===== src/pkg/dosd_defines.vh =====
// Constants for the drive output status detection block
`ifndef DOSD_DEFINES_VH
`define DOSD_DEFINES_VH
`define DOSD_FN_RUNNING 6'h00
`define DOSD_FN_FREQ_AGREE 6'h02
`define DOSD_FN_SET_AGREE 6'h03
`define DOSD_FN_FDET1 6'h04
`define DOSD_FN_FDET2 6'h05
`define DOSD_FN_CUR_AGREE 6'h0D
`define DOSD_FN_BRAKE 6'h0E
`define DOSD_FN_CRANE 6'h27
`define DOSD_FN_FREQ_OUT 6'h28
`define DOSD_FN_FDET3 6'h32
`define DOSD_FN_FDET4 6'h33
`define DOSD_FN_FDET5 6'h34
`define DOSD_FN_FDET6 6'h35
`define DOSD_UD_HOLD 2'h0
`define DOSD_UD_CLEAR 2'h1
`define DOSD_UD_STOPADJ 2'h2
`define DOSD_UD_REFRESH 2'h3
`define DOSD_POL_R1_BIT 0
`define DOSD_POL_R2_BIT 1
`define DOSD_LVL_MAX 13'h1766
`define DOSD_WID_MIN 8'h01
`define DOSD_WID_MAX 8'hFF
`define DOSD_CUR_MIN 14'h0001
`define DOSD_CUR_MAX 14'h270F
`define DOSD_DLY_MIN 7'h01
`define DOSD_DLY_MAX 7'h64
`define DOSD_BRK_MAX 16'hE9FC
`define DOSD_CLK_HZ 10000000
`define DOSD_STEP_MS 100
`define DOSD_OFF_DELAY_MS 100
`endif


===== src/hdl/dosd_top.v =====
// Output status detection for drive relays and photo-coupler output
`include "dosd_defines.vh"

// Behaviour
// - Code 51: on below level2+width2, off once below level2.
// - Code 52: on above level3+width3, off below level3.
// - Code 53: on below level3+width3, off once below level3.
// - Code 39: on when accelerating above primary level plus width.
// - Code 39: off when decelerating below primary level, else hold.
// - Frequency-output function closed while output frequency is produced outside baseblock, else open.
// - Levels accept 0 to 599.0 Hz, widths 0.1 to 25.5 Hz.
// - Primary level and width serve codes 2 to 5 on all outputs.
// - Code 13: on after current exceeds agree level for delay time.
// - Agree level 0.1 to 999.9 A, delay 0.1 to 10.0 s.
// - Current agree output turns off 100 ms after condition clears.
// - Code 14: on when accelerating at or above brake set level.
// - Code 14: off when decelerating below brake release level.
// - Polarity bit 0 relay one, bit 1 relay two; 1 normally closed.
// - UP/DOWN mode 0 stores reference at stop, restores at run.
// - UP/DOWN mode 1 clears reference to zero at stop.
// - UP/DOWN mode 2 allows adjustment while stopped from last value.
// - UP/DOWN mode 3 refreshes reference during acceleration.
// - Code 4: on above primary level plus width, off below level.
module dosd_top #(
    parameter FW = 16,
    parameter CLK_HZ = `DOSD_CLK_HZ
) (
    input wire ref_clk,
    input wire rst_n,
    input wire [FW-1:0] out_freq,
    input wire [FW-1:0] freq_ref,
    input wire [13:0] out_current,
    input wire run_cmd,
    input wire accel,
    input wire decel,
    input wire baseblock,
    input wire [5:0] relay_one_func,
    input wire [5:0] relay_two_func,
    input wire [5:0] photo_func,
    input wire [1:0] relay_type,
    input wire photo_type,
    input wire [12:0] det_level1,
    input wire [7:0] det_width1,
    input wire [12:0] det_level2,
    input wire [7:0] det_width2,
    input wire [12:0] det_level3,
    input wire [7:0] det_width3,
    input wire [13:0] cur_agree_level,
    input wire [6:0] cur_agree_delay,
    input wire [15:0] brake_set_level,
    input wire [15:0] brake_release_level,
    input wire [1:0] updown_mode,
    input wire up_cmd,
    input wire down_cmd,
    output reg relay_one_contact,
    output reg relay_two_contact,
    output reg photo_coupler_output,
    output reg [FW-1:0] updown_ref,
    output reg setting_error
);

// ==========================================
// Timing
// Frequencies are in 0.1 Hz units except the brake levels in 0.01 Hz.
localparam integer STEP_CYC = (CLK_HZ / 1000) * `DOSD_STEP_MS;
localparam integer OFF_CYC = (CLK_HZ / 1000) * `DOSD_OFF_DELAY_MS;
// Wide enough for a 10 s delay at 10 MHz; a much faster clock needs more bits
localparam integer TW = 28;

// ==========================================
// Input registers
// One register stage aligns the measured inputs and status bits to the same edge; settings and up/down commands enter unregistered
reg [FW-1:0] freq_reg;
reg [FW-1:0] fref_reg;
reg [13:0] cur_reg;
reg run_reg;
reg acc_reg;
reg dec_reg;
reg bb_reg;

always @(posedge ref_clk) begin
    if (!rst_n) begin
        freq_reg <= {FW{1'b0}};
        fref_reg <= {FW{1'b0}};
        cur_reg <= 14'h0000;
        run_reg <= 1'b0;
        acc_reg <= 1'b0;
        dec_reg <= 1'b0;
        bb_reg <= 1'b0;
    end else begin
        freq_reg <= out_freq;
        fref_reg <= freq_ref;
        cur_reg <= out_current;
        run_reg <= run_cmd;
        acc_reg <= accel;
        dec_reg <= decel;
        bb_reg <= baseblock;
    end
end

// ==========================================
// Setting range check
// Out-of-range settings are still used as given; the flag only reports them
wire lvl_bad = (det_level1 > `DOSD_LVL_MAX) || (det_level2 > `DOSD_LVL_MAX) ||
    (det_level3 > `DOSD_LVL_MAX);
wire wid_bad = (det_width1 < `DOSD_WID_MIN) || (det_width2 < `DOSD_WID_MIN) ||
    (det_width3 < `DOSD_WID_MIN);
wire cur_bad = (cur_agree_level < `DOSD_CUR_MIN) || (cur_agree_level > `DOSD_CUR_MAX);
wire dly_bad = (cur_agree_delay < `DOSD_DLY_MIN) || (cur_agree_delay > `DOSD_DLY_MAX);
wire brk_bad = (brake_set_level > `DOSD_BRK_MAX) ||
    (brake_release_level > `DOSD_BRK_MAX);

always @(posedge ref_clk) begin
    if (!rst_n) begin
        setting_error <= 1'b0;
    end else begin
        setting_error <= lvl_bad || wid_bad ||
            cur_bad || dly_bad ||
            brk_bad;
    end
end

// ==========================================
// Frequency thresholds, one bit wider to avoid wrap on level plus width
// Widths are never negative, so each upper edge never sits below its level
wire [FW:0] f_ext = {1'b0, freq_reg};
wire [FW:0] lo1 = {{(FW-12){1'b0}}, det_level1};
wire [FW:0] hi1 = lo1 + {{(FW-7){1'b0}}, det_width1};
wire [FW:0] lo2 = {{(FW-12){1'b0}}, det_level2};
wire [FW:0] hi2 = lo2 + {{(FW-7){1'b0}}, det_width2};
wire [FW:0] lo3 = {{(FW-12){1'b0}}, det_level3};
wire [FW:0] hi3 = lo3 + {{(FW-7){1'b0}}, det_width3};
wire [FW:0] fr_ext = {1'b0, fref_reg};
wire [FW:0] diff_ref = (f_ext > fr_ext) ? (f_ext - fr_ext) : (fr_ext - f_ext);
wire [FW:0] diff_lvl = (f_ext > lo1) ? (f_ext - lo1) : (lo1 - f_ext);
wire [FW:0] w1 = {{(FW-7){1'b0}}, det_width1};
// Brake levels are 0.01 Hz; scale frequency by ten to compare
wire [FW+4:0] f_centi = {4'h0, f_ext} * 5'h0A;
wire [FW+4:0] brk_set = {{(FW-11){1'b0}}, brake_set_level};
wire [FW+4:0] brk_rel = {{(FW-11){1'b0}}, brake_release_level};

// ==========================================
// Hysteresis detectors
reg fdet1_reg;
reg fdet3_reg;
reg fdet5_reg;
reg crane_reg;
reg brake_reg;
// Detectors 2, 4, 6 are on from below; they only arm once the band is reached
reg fdet2_reg;
reg fdet4_reg;
reg fdet6_reg;

always @(posedge ref_clk) begin
    if (!rst_n) begin
        fdet1_reg <= 1'b0;
        fdet3_reg <= 1'b0;
        fdet5_reg <= 1'b0;
        fdet2_reg <= 1'b0;
        fdet4_reg <= 1'b0;
        fdet6_reg <= 1'b0;
        crane_reg <= 1'b0;
        brake_reg <= 1'b0;
    end else begin
        // Code 4
        if (f_ext > hi1) fdet1_reg <= 1'b1;
        else if (f_ext < lo1) fdet1_reg <= 1'b0;
        // Code 50
        if (f_ext > hi2) fdet3_reg <= 1'b1;
        else if (f_ext < lo2) fdet3_reg <= 1'b0;
        // Code 52
        if (f_ext > hi3) fdet5_reg <= 1'b1;
        else if (f_ext < lo3) fdet5_reg <= 1'b0;
        // Active inside band up to level+width, off once below level
        // Code 5
        fdet2_reg <= (f_ext >= lo1) && (f_ext < hi1);
        // Code 51
        fdet4_reg <= (f_ext >= lo2) && (f_ext < hi2);
        // Code 53
        fdet6_reg <= (f_ext >= lo3) && (f_ext < hi3);
        // Code 39 holds its state outside accel and decel
        if (acc_reg && (f_ext > hi1)) crane_reg <= 1'b1;
        else if (dec_reg && (f_ext < lo1)) crane_reg <= 1'b0;
        // Code 14; set is tested first, so it wins when accel and decel are both high
        if (acc_reg && (f_centi >= brk_set)) brake_reg <= 1'b1;
        else if (dec_reg && (f_centi < brk_rel)) brake_reg <= 1'b0;
    end
end

// ==========================================
// Current agree with on-delay and fixed off-delay
// Current rising again cancels the off count, so a brief dip never drops the relay
// A zero delay setting closes at once; the range flag reports it
reg [TW-1:0] on_cnt_reg;
reg [TW-1:0] off_cnt_reg;
reg cur_agree_reg;
wire cur_over = cur_reg > cur_agree_level;
wire [TW-1:0] on_target = cur_agree_delay * STEP_CYC[TW-1:0];

always @(posedge ref_clk) begin
    if (!rst_n) begin
        on_cnt_reg <= {TW{1'b0}};
        off_cnt_reg <= {TW{1'b0}};
        cur_agree_reg <= 1'b0;
    end else if (cur_over) begin
        off_cnt_reg <= {TW{1'b0}};
        if (on_cnt_reg >= on_target) begin
            cur_agree_reg <= 1'b1;
        end else begin
            on_cnt_reg <= on_cnt_reg + 1'b1;
        end
    end else begin
        on_cnt_reg <= {TW{1'b0}};
        if (cur_agree_reg) begin
            if (off_cnt_reg >= OFF_CYC[TW-1:0] - 1'b1) begin
                cur_agree_reg <= 1'b0;
                off_cnt_reg <= {TW{1'b0}};
            end else begin
                off_cnt_reg <= off_cnt_reg + 1'b1;
            end
        end
    end
end

// ==========================================
// Function selection
wire running = run_reg || (freq_reg != {FW{1'b0}});
// Baseblock opens the frequency output even while frequency is still reported
wire freq_out = (freq_reg != {FW{1'b0}}) && !bb_reg;

function sel_fn;
    input [5:0] fn;
    input c_run;
    input c_fa;
    input c_sa;
    input c_d1;
    input c_d2;
    input c_ca;
    input c_br;
    input c_cr;
    input c_fo;
    input c_d3;
    input c_d4;
    input c_d5;
    input c_d6;
    // Unlisted codes stay inactive; a normally closed polarity still energises the contact
    begin
        case (fn)
            `DOSD_FN_RUNNING: sel_fn = c_run;
            `DOSD_FN_FREQ_AGREE: sel_fn = c_fa;
            `DOSD_FN_SET_AGREE: sel_fn = c_sa;
            `DOSD_FN_FDET1: sel_fn = c_d1;
            `DOSD_FN_FDET2: sel_fn = c_d2;
            `DOSD_FN_CUR_AGREE: sel_fn = c_ca;
            `DOSD_FN_BRAKE: sel_fn = c_br;
            `DOSD_FN_CRANE: sel_fn = c_cr;
            `DOSD_FN_FREQ_OUT: sel_fn = c_fo;
            `DOSD_FN_FDET3: sel_fn = c_d3;
            `DOSD_FN_FDET4: sel_fn = c_d4;
            `DOSD_FN_FDET5: sel_fn = c_d5;
            `DOSD_FN_FDET6: sel_fn = c_d6;
            default: sel_fn = 1'b0;
        endcase
    end
endfunction

// ==========================================
// Agree conditions, both using the primary width on either side of the target
wire fa = running && (diff_ref <= w1);
wire sa = diff_lvl <= w1;
// Relay one
wire st_r1 = sel_fn(relay_one_func, running, fa, sa, fdet1_reg, fdet2_reg, cur_agree_reg,
    brake_reg, crane_reg, freq_out, fdet3_reg, fdet4_reg, fdet5_reg, fdet6_reg);
// Relay two
wire st_r2 = sel_fn(relay_two_func, running, fa, sa, fdet1_reg, fdet2_reg, cur_agree_reg,
    brake_reg, crane_reg, freq_out, fdet3_reg, fdet4_reg, fdet5_reg, fdet6_reg);
// Photo-coupler
wire st_ph = sel_fn(photo_func, running, fa, sa, fdet1_reg, fdet2_reg, cur_agree_reg,
    brake_reg, crane_reg, freq_out, fdet3_reg, fdet4_reg, fdet5_reg, fdet6_reg);

// ==========================================
// Output polarity
// Polarity is not applied during reset so contacts stay de-energised there
always @(posedge ref_clk) begin
    if (!rst_n) begin
        relay_one_contact <= 1'b0;
        relay_two_contact <= 1'b0;
        photo_coupler_output <= 1'b0;
    end else begin
        relay_one_contact <= st_r1 ^ relay_type[`DOSD_POL_R1_BIT];
        relay_two_contact <= st_r2 ^ relay_type[`DOSD_POL_R2_BIT];
        photo_coupler_output <= st_ph ^ photo_type;
    end
end

// ==========================================
// UP/DOWN frequency reference
reg run_d_reg;
reg [FW-1:0] stored_reg;
// Edges come from the registered run level, one edge behind the pin
wire run_fall = run_d_reg && !run_reg;
wire run_rise = !run_d_reg && run_reg;
wire adj_ok = run_reg || (updown_mode == `DOSD_UD_STOPADJ);

always @(posedge ref_clk) begin
    if (!rst_n) begin
        run_d_reg <= 1'b0;
        stored_reg <= {FW{1'b0}};
        updown_ref <= {FW{1'b0}};
    end else begin
        run_d_reg <= run_reg;
        if (run_fall) begin
            case (updown_mode)
                `DOSD_UD_HOLD: stored_reg <= updown_ref;
                `DOSD_UD_CLEAR: begin
                    stored_reg <= {FW{1'b0}};
                    updown_ref <= {FW{1'b0}};
                end
                default: stored_reg <= updown_ref;
            endcase
        end else if (run_rise && (updown_mode == `DOSD_UD_HOLD)) begin
            updown_ref <= stored_reg;
        end else if ((updown_mode == `DOSD_UD_REFRESH) && run_reg && acc_reg) begin
            updown_ref <= freq_reg;
        // Up and down together cancel; both ends saturate
        end else if (adj_ok && up_cmd && !down_cmd && (updown_ref != {FW{1'b1}})) begin
            updown_ref <= updown_ref + 1'b1;
            // A change made while stopped is what the next run in hold mode resumes
            if (!run_reg) begin
                stored_reg <= updown_ref + 1'b1;
            end
        end else if (adj_ok && down_cmd && !up_cmd && (updown_ref != {FW{1'b0}})) begin
            updown_ref <= updown_ref - 1'b1;
            if (!run_reg) begin
                stored_reg <= updown_ref - 1'b1;
            end
        end
    end
end

endmodule


===== config.mk =====
export PLATFORM = sky130hd
export DESIGN_NAME = dosd_top
export DESIGN_NICKNAME = d
export VERILOG_FILES = /design/src/hdl/dosd_top.v
export VERILOG_INCLUDE_DIRS = /design/src /design/src/pkg
export SDC_FILE = /design/constraint.sdc
export NUM_CORES = 1
export LEC_CHECK = 0
export BUFFER_PORTS_ARGS = -buffer_cell sky130_fd_sc_hd__buf_2
export CAP_MARGIN = 0
export CORE_MARGIN = 3
export CORE_UTILIZATION = 55
export DETAILED_ROUTE_END_ITERATION = 7
export GPL_TIMING_DRIVEN = 1
export HOLD_SLACK_MARGIN = 0.06
export PLACE_DENSITY_LB_ADDON = 0.08
export SETUP_SLACK_MARGIN = 0.1
export SKIP_LAST_GASP = 1
export SLEW_MARGIN = 20
export SYNTH_ARGS = -nofsm -noshare
export SYNTH_HDL_FRONTEND = slang
export SYNTH_SLANG_ARGS = --single-unit

===== constraint.sdc =====
create_clock -name ref_clk -period 11.07 [get_ports ref_clk]
set_input_delay 2.214 -clock ref_clk [delete_from_list [all_inputs] [get_ports ref_clk]]
set_output_delay 2.214 -clock ref_clk [all_outputs]
set_load 0.01 [all_outputs]

# After elaboration in Yosys (flattened, before gate mapping)
# Cells that the tools add are included.
# classes
add_sub_neg	11
mul	2
magnitude_cmp	33
n_eq_ne	45
n_mux	33
bitwise_logic	4
reduce_logical	54
# op_table
operator	n
16-bit 2-to-1 mux	13
6-bit == test (second input constant)	18
28-bit by 1-bit adder with 28-bit output (second input constant)	2
16-bit by 13-bit greater-or-equal comparator with 1-bit output	3
16-bit by 14-bit > comparator with 1-bit output	3
16-bit by 13-bit less-than comparator with 1-bit output	3
16-bit by 14-bit less-than comparator with 1-bit output	3
13-bit by 8-bit adder with 14-bit output	3
13-bit > comparator (second input constant)	3
1-bit one-hot mux with 13 select lines	3
6-bit by 2-bit == test with 1-bit output (second input constant)	6
6-bit by 3-bit == test with 1-bit output (second input constant)	6
6-bit by 4-bit == test with 1-bit output (second input constant)	6
17-bit by 8-bit less-or-equal comparator with 1-bit output	2
17-bit 2-to-1 mux	2
16-bit by 16-bit subtractor with 17-bit output	2
16-bit > comparator (second input constant)	2
16-bit nonzero test	2
28-bit by 20-bit greater-or-equal comparator with 1-bit output (second input constant)	1
28-bit by 27-bit greater-or-equal comparator with 1-bit output	1
28-bit 2-to-1 mux	1
8-bit by 1-bit less-than comparator with 1-bit output (second input constant)	3
7-bit by 14-bit multiplier with 21-bit output (second input constant)	1
20-bit by 16-bit greater-or-equal comparator with 1-bit output	1
other kinds (33)	92
# totals
register_bits	152
elab_cells	207

# Logic depth before layout (Yosys ltp)
# Gate-level depths: netlist of the first run.
# logic_depth
word_depth	10
ltp_mapped	26
depth_no_buf	25

# Least setup slack after synthesis of the first run
# Ideal clock, no wire load.
# synth_timing
kind	input to register
start	in cur_agree_delay[1]
end	reg on_cnt_reg[15]
setup_time_ns	0.128
arrival_ns	7.606
required_ns	10.942
slack_ns	3.336
stages	25
n_path_buf	1
cell_sequence	inv_1 fa_1 inv_1 ha_1 inv_1 fa_1 fa_1 inv_1 ha_1 inv_1 nor2_1 o311a_1 o21a_1 or2_2 ha_1 a21o_1 a21o_1 a21o_1 a21o_1 a211o_1 or3_1 clkbuf_1 a21boi_0 xnor2_1 nor2_1
# synth_via
elab_chain_len	2
# synth_lines
item	line	rtl
start, declared	dosd_top.v:49	input wire [6:0] cur_agree_delay,
7-bit by 14-bit multiplier with 21-bit output	dosd_top.v:198	wire [TW-1:0] on_target = cur_agree_delay * STEP_CYC[TW-1:0];
28-bit by 27-bit greater-or-equal comparator with 1-bit output	dosd_top.v:207	if (on_cnt_reg >= on_target) begin
end signal, assigned	dosd_top.v:202	on_cnt_reg <= {TW{1'b0}};
end signal, assigned	dosd_top.v:210	on_cnt_reg <= on_cnt_reg + 1'b1;
end signal, assigned	dosd_top.v:213	on_cnt_reg <= {TW{1'b0}};
end, declared	dosd_top.v:194	reg [TW-1:0] on_cnt_reg;
# Every way passes these cells.
# A chain may end at the register's enable or synchronous reset.

# Final worst setup path of the first run
# layout_timing
start	in cur_agree_delay[1]
end	reg on_cnt_reg[9]
# Same word-level chain as after synthesis.

==> impl_metrics.env, run 1 <==
export IMPL_grt_max_degree=57
export IMPL_htreeDepth=4
export IMPL_rsz0062_at_grt="no"
export IMPL_yosys_area_top_type_share_pct=24.0
export IMPL_fin_util_pct=62.7
export IMPL_report_final_slew_viol_count=0
export IMPL_die_y_um=183
export IMPL_end_kind="flip-flop"
export IMPL_vias=16345
export IMPL_grt_pass1_wl_mm=79.5
export IMPL_cpMostUsedCell="inv_1"
export IMPL_hold_slack_ns=0.439
export IMPL_cts_buffer_depth=2
export IMPL_dp_hpwl_mm=39.7
export IMPL_nFillCells=2852
export IMPL_whs_path_depth=2
export IMPL_finalCritPeriodShare_pct=71.9
export IMPL_timing_fmax_ghz=0.126
export IMPL_synth_nets=2729
export IMPL_die_area_mm2=0.0334
export IMPL_drc_errors=0
export IMPL_initial_core_util_pct=55.9
export IMPL_core_area_mm2=0.0307
export IMPL_ys_ff_latch=152
export IMPL_r2r_start="freq_reg[10]"
export IMPL_vias_per_cell=5.87
export IMPL_yosys_area_top_type="ha_1"
export IMPL_post_route_min_period_ns=7.96
export IMPL_syn_inst=2185
export IMPL_synth_area_mm2=0.0172
export IMPL_drt_initial_drc_count=886
export IMPL_pwr_density_cell_mw_per_mm2=118
export IMPL_finalClockSkew_ns=0.0166
export IMPL_port_buffer_count=212
export IMPL_async_flop_share_pct=0
export IMPL_synth_edf_count=0
export IMPL_leakage_nw=9.49
export IMPL_first_pass_iters=5
export IMPL_seq_area_frac_synth_pct=17.7
export IMPL_synth_distinct_cells=74
export IMPL_hold_end="off_cnt_reg[24]"
export IMPL_hold_viol=0
export IMPL_first_global_vias=15809
export IMPL_cts_sinks=152
export IMPL_cts_tree="done"
export IMPL_grt_util_all_layers_pct=29.1
export IMPL_fin_nets=2914
export IMPL_slew_headroom_pct=30.5
export IMPL_critical_path_slowest_cell="fa_1"
export IMPL_startpoint_type="input pin"
export IMPL_stdcell_area_mm2=0.0193
export IMPL_setup_viol=0
export IMPL_rrSetupSlack_ns=4.44
export IMPL_overflow=0
export IMPL_antenna_found_initial=10
export IMPL_routabilityCongestion=0.956
export IMPL_area_growth_pct=12.0
export IMPL_cts_made_buffers=17
export IMPL_wl_mm=49.8
export IMPL_synth_most_common_cell="ha_1"
export IMPL_cts_resized=0
export IMPL_die_w_um=183
export IMPL_io_pins=213
export IMPL_cp_max_fo=12
export IMPL_ys_top_cells_by_area="ha_1 (24%), dfxtp_1 (18%), inv_1 (4.9%), a21oi_1 (4.8%), xnor2_1 (4.2%)"
export IMPL_avgSynthCellArea_um2=7.87
export IMPL_vdd_ir_drop_max_mv=0.110
export IMPL_worstSetupPathType="in -> reg"
export IMPL_cp_num_buf_inv=6
export IMPL_clkTransAtPathRegs_ns=0.07
export IMPL_hp_start="off_cnt_reg[24]"
export IMPL_rr_worst_depth=22
export IMPL_clock_latency_ns=0.44
export IMPL_r2r_end="photo_coupler_output"
export IMPL_cts_hold_buf=0
export IMPL_synth_common_cells="ha_1 (330), inv_1 (224), a21oi_1 (165)"
export IMPL_drive_above_1_share_pct=12.2
export IMPL_synthFlopType="dfxtp_1"
export IMPL_maxCapViolCount=0
export IMPL_antenna_left=0
export IMPL_worst_pin_slew_ns=1.04
export IMPL_critPathTopFamily="adder cells"
export IMPL_dpl_instance_area_mm2=0.0186
export IMPL_root_buffer="clkbuf_16"
export IMPL_yosysWarnings=0
export IMPL_avgRoutedWirePerCell_um=17.9
export IMPL_post_cts_buffers=0
export IMPL_cp_required_ns=11.36
export IMPL_max_stage_delay_ns=0.55
export IMPL_hold_path_class="reg -> reg"
export IMPL_num_rows=64
export IMPL_status="completed"
export IMPL_path_depth=26
export IMPL_cp_data_arrival_time_ns=8.25
export IMPL_fin_setup_tns_ns=0
layer usage:
layer	wire length, um	global-route usage [%]
met1	21300	36.0
met2	24000	51.0
met3	2950	5.43
met4	1470	9.51
met5	72	0
tightest hold or removal path: cells and delay by family (launching register included):
kind             cells  cell delay [ns]
AND/OR/NAND/NOR      2             0.08
flip-flops           1             0.32
how the worst max path moves through the flow:
| stage | start | end | slack, ns |
|---|---|---|---|
| 6_report | cur_agree_delay[1] | on_cnt_reg[9] | 3.11 |
| 5_1_grt | cur_agree_delay[1] | on_cnt_reg[15] | 2.71 |
| 3_3_place_gp | cur_agree_delay[1] | on_cnt_reg[15] | 2.86 |
| 4_1_cts | cur_agree_delay[1] | on_cnt_reg[9] | 3.12 |
| 3_5_place_dp | cur_agree_delay[1] | on_cnt_reg[7] | 2.66 |
| 2_1_floorplan | cur_agree_delay[1] | on_cnt_reg[15] | 3.34 |
where the power goes:
group / leakage, nW / internal [mW] / switching [mW]
clock: 0.304 / 0.350 / 0.273
sequential: 1.25 / 0.580 / 0.0441
combinational: 7.94 / 0.457 / 0.567
total: 9.49 / 1.39 / 0.884
kinds of logic (layout without fill, tap and decap cells):
group                      Yosys count  count (layout)  share of synthesized area, %
and+or+nand+nor                    654             654                          19.6
DFF                                152             152                          17.7
muxes                               29              29                          1.75
adders and majority gates          351             351                          26.4
other                                0               4                             0
AOI/OAI and AO/OA                  598             598                          22.4
xor gates and xnor gates           113             113                          5.75
buffers and inverters              288             486                          6.40
final cells by class:
| type | count | area (um^2) | share of cell area, % |
|---|---|---|---|
| diodes | 4 | 10.0 | 0.0520 |
| multi-input cells | 1745 | 13100 | 67.8 |
| well taps | 396 | 495 | 2.57 |
| clock buffers | 18 | 439 | 2.28 |
| flip-flops and latches | 152 | 3040 | 15.8 |
| inverters | 225 | 845 | 4.38 |
| clock inverters | 14 | 184 | 0.955 |
| repair buffers | 229 | 1190 | 6.17 |
placed cells by master, fill, tap and decap left out, drive strengths merged, types with 31 or more instances in the layout:
cell    instances
a21oi         165
inv           231
nand4          53
and2           59
dfxtp         152
o21ai         116
o21a           45
a21o           52
ha            330
nor3           45
o21bai         34
a211oi         31
nor2          163
nand2         132
and3           33
xor2           31
buf           229
xnor2          82
stage by stage:
stage               power [mW]  cells  setup WS (ns)
floorplan                 1.38   2185           3.34
global placement          1.62   2747           2.86
detailed placement        1.65   2747           2.66
CTS                       2.28   2779           3.12
global route              2.45   2782           2.71
finish                    2.27   2783           3.11
Note: power is estimated with default switching activity, not from simulation.
==> inputs of run 2 (changes only) <==
==> constraint.sdc (replaced) <==
create_clock -name ref_clk -period 7.48 [get_ports ref_clk]
set_input_delay 1.496 -clock ref_clk [delete_from_list [all_inputs] [get_ports ref_clk]]
set_output_delay 1.496 -clock ref_clk [all_outputs]
set_load 0.01 [all_outputs]
==> impl_metrics.env, run 2 (synthesized netlist as in run 1, its figures left out) <==
export IMPL_final_cell_mix="ha_1 (330), inv_1 (224), buf_2 (212), a21oi_1 (165), nor2_1 (163)"
export IMPL_combPwrFrac_pct=46.4
export IMPL_fin_setup_tns_ns=0
export IMPL_end_kind="flip-flop"
export IMPL_root_buffer="clkbuf_16"
export IMPL_cp_max_fo=13
export IMPL_io_pins=213
export IMPL_drc_errors=0
export IMPL_status="completed"
export IMPL_initial_core_util_pct=55.9
export IMPL_worstSetupPathType="in -> reg"
export IMPL_first_pass_iters=5
export IMPL_vias_per_cell=5.91
export IMPL_wl_mm=49.7
export IMPL_cts_hold_buf=0
export IMPL_cts_buffer_depth=2
export IMPL_post_route_min_period_ns=6.95
export IMPL_dp_hpwl_mm=39.9
export IMPL_die_y_um=183
export IMPL_pwr_density_cell_mw_per_mm2=171
export IMPL_vias=16528
export IMPL_core_area_mm2=0.0307
export IMPL_cts_sinks=152
export IMPL_stdcell_area_mm2=0.0193
export IMPL_report_final_slew_viol_count=0
export IMPL_rsz0062_at_grt="no"
export IMPL_grt_pass1_wl_mm=80.5
export IMPL_antenna_found_initial=9
export IMPL_cp_data_arrival_time_ns=7.23
export IMPL_p_switching_mw=1.29
export IMPL_startpoint_type="input pin"
export IMPL_first_global_vias=16244
export IMPL_dpl_instance_area_mm2=0.0187
export IMPL_die_area_mm2=0.0334
export IMPL_htreeDepth=4
export IMPL_port_buffer_count=212
export IMPL_timing_fmax_ghz=0.144
export IMPL_antenna_left=0
export IMPL_clkTransAtPathRegs_ns=0.06
export IMPL_post_route_worst_setup_slack_ns=0.531
export IMPL_hold_path_class="reg -> reg"
export IMPL_clock_latency_ns=0.43
export IMPL_hold_viol=0
export IMPL_post_cts_buffers=0
export IMPL_avgRoutedWirePerCell_um=17.8
export IMPL_maxCapViolCount=0
export IMPL_area_growth_pct=12.3
export IMPL_slew_headroom_pct=30.0
export IMPL_drt_initial_drc_count=953
export IMPL_cts_tree="done"
export IMPL_multi_input_area_mm2=0.0131
export IMPL_num_rows=64
export IMPL_die_w_um=183
export IMPL_pre_cts_ws_ns=0.0619
export IMPL_cts_made_buffers=17
export IMPL_cp_required_ns=7.76
export IMPL_finalClockSkew_ns=0.00968
export IMPL_leakage_nw=9.53
export IMPL_grt_util_all_layers_pct=29.4
export IMPL_drive_above_1_share_pct=12.7
export IMPL_clkPwrFrac_pct=25.8
export IMPL_regArea_mm2=0.00304
export IMPL_worst_pin_slew_ns=1.05
export IMPL_mostFrequentLayoutCell="ha_1"
export IMPL_switching_share_pct=39.2
export IMPL_overflow=0
export IMPL_p_seq_share_pct=27.7
export IMPL_finalCritPeriodShare_pct=92.9
export IMPL_fin_nets=2929
export IMPL_routabilityCongestion=0.929
export IMPL_vdd_ir_drop_max_mv=0.176
export IMPL_nFillCells=2816
export IMPL_setup_viol=0
export IMPL_grt_max_degree=54
export IMPL_p_int_mw=2.01
## run 2: changes by cell type in the layout (fill, tap and decap cells not counted), sizes merged
cell,change
buf,+15
clkinvlp,+2
diode,-2
clkinv,-1
bufinv,-1
clkbuf,-1
## run 2: power groups by stage
stage	clock [mW]	combinational (mW)	sequential, mW
after global routing	0.905	1.74	0.921
final	0.853	1.53	0.915
after floorplan	0	1.12	0.928
after CTS	0.867	1.53	0.914
after global placement	0	1.48	0.931
after detailed placement	0	1.51	0.932
## run 2: through the flow
step | hold WS, ns | power (mW) | std cells | util [%]
floorplan | 0.410 | 2.05 | 2185 | -
global placement | 0.423 | 2.41 | 2762 | 61.0
detailed placement | 0.442 | 2.45 | 2762 | 61.0
CTS | 0.454 | 3.31 | 2793 | 62.8
global route | 0.490 | 3.57 | 2795 | 62.8
finish | 0.447 | 3.30 | 2795 | 62.8
## run 2: critical path, cell delays in order
cell and delay, ns:
buf_2 0.09, inv_1 0.08, fa_1 0.51, inv_1 0.05, ha_1 0.27, inv_1 0.05
fa_1 0.49, fa_1 0.51, inv_1 0.04, ha_1 0.30, inv_1 0.11, nor2_1 0.07
o311a_1 0.31, o21a_1 0.18, or2_2 0.29, ha_1 0.29, a21o_1 0.17, a21o_1 0.17
a21o_1 0.17, a21o_1 0.17, a211o_1 0.34, nor3b_1 0.19, o211a_1 0.44, o2111ai_1 0.18
xor2_1 0.19, nor2_1 0.06
## run 2: area by class of cell
type	count	area share, %
Inverter	225	4.37
Tap cell	396	2.57
Clock inverter	14	0.732
Timing Repair Buffer	244	6.74
Antenna cell	2	0.0259
Sequential cell	152	15.8
Multi-Input combinational cell	1745	67.6
Clock buffer	17	2.20
## run 2: what timing repair did
item | in CTS | in global routing
endpoints found under the setup margin | 0 | 1
gates resized for setup | 0 | 1
endpoints found under the hold margin | 0 | 0
## run 2: path summary, 6_finish.rpt
| check | start | end | slack, ns | cells past startpoint |
|---|---|---|---|---|
| max | cur_agree_delay[2] | on_cnt_reg[8] | 0.53 | 26 |
| max reg2reg | freq_reg[13] | photo_coupler_output | 1.47 | 23 |
| min reg2reg | off_cnt_reg[24] | off_cnt_reg[24] | 0.45 | 2 |
| min | off_cnt_reg[24] | off_cnt_reg[24] | 0.45 | 2 |
## run 2: layer usage
metal,GRT usage (%),up-vias,routed length [um]
met2,51.7,484,23600
met1,36.5,7685,21400
met4,10.4,14,1770
li1,-,8228,-
met5,0,-,85
met3,4.54,117,2840
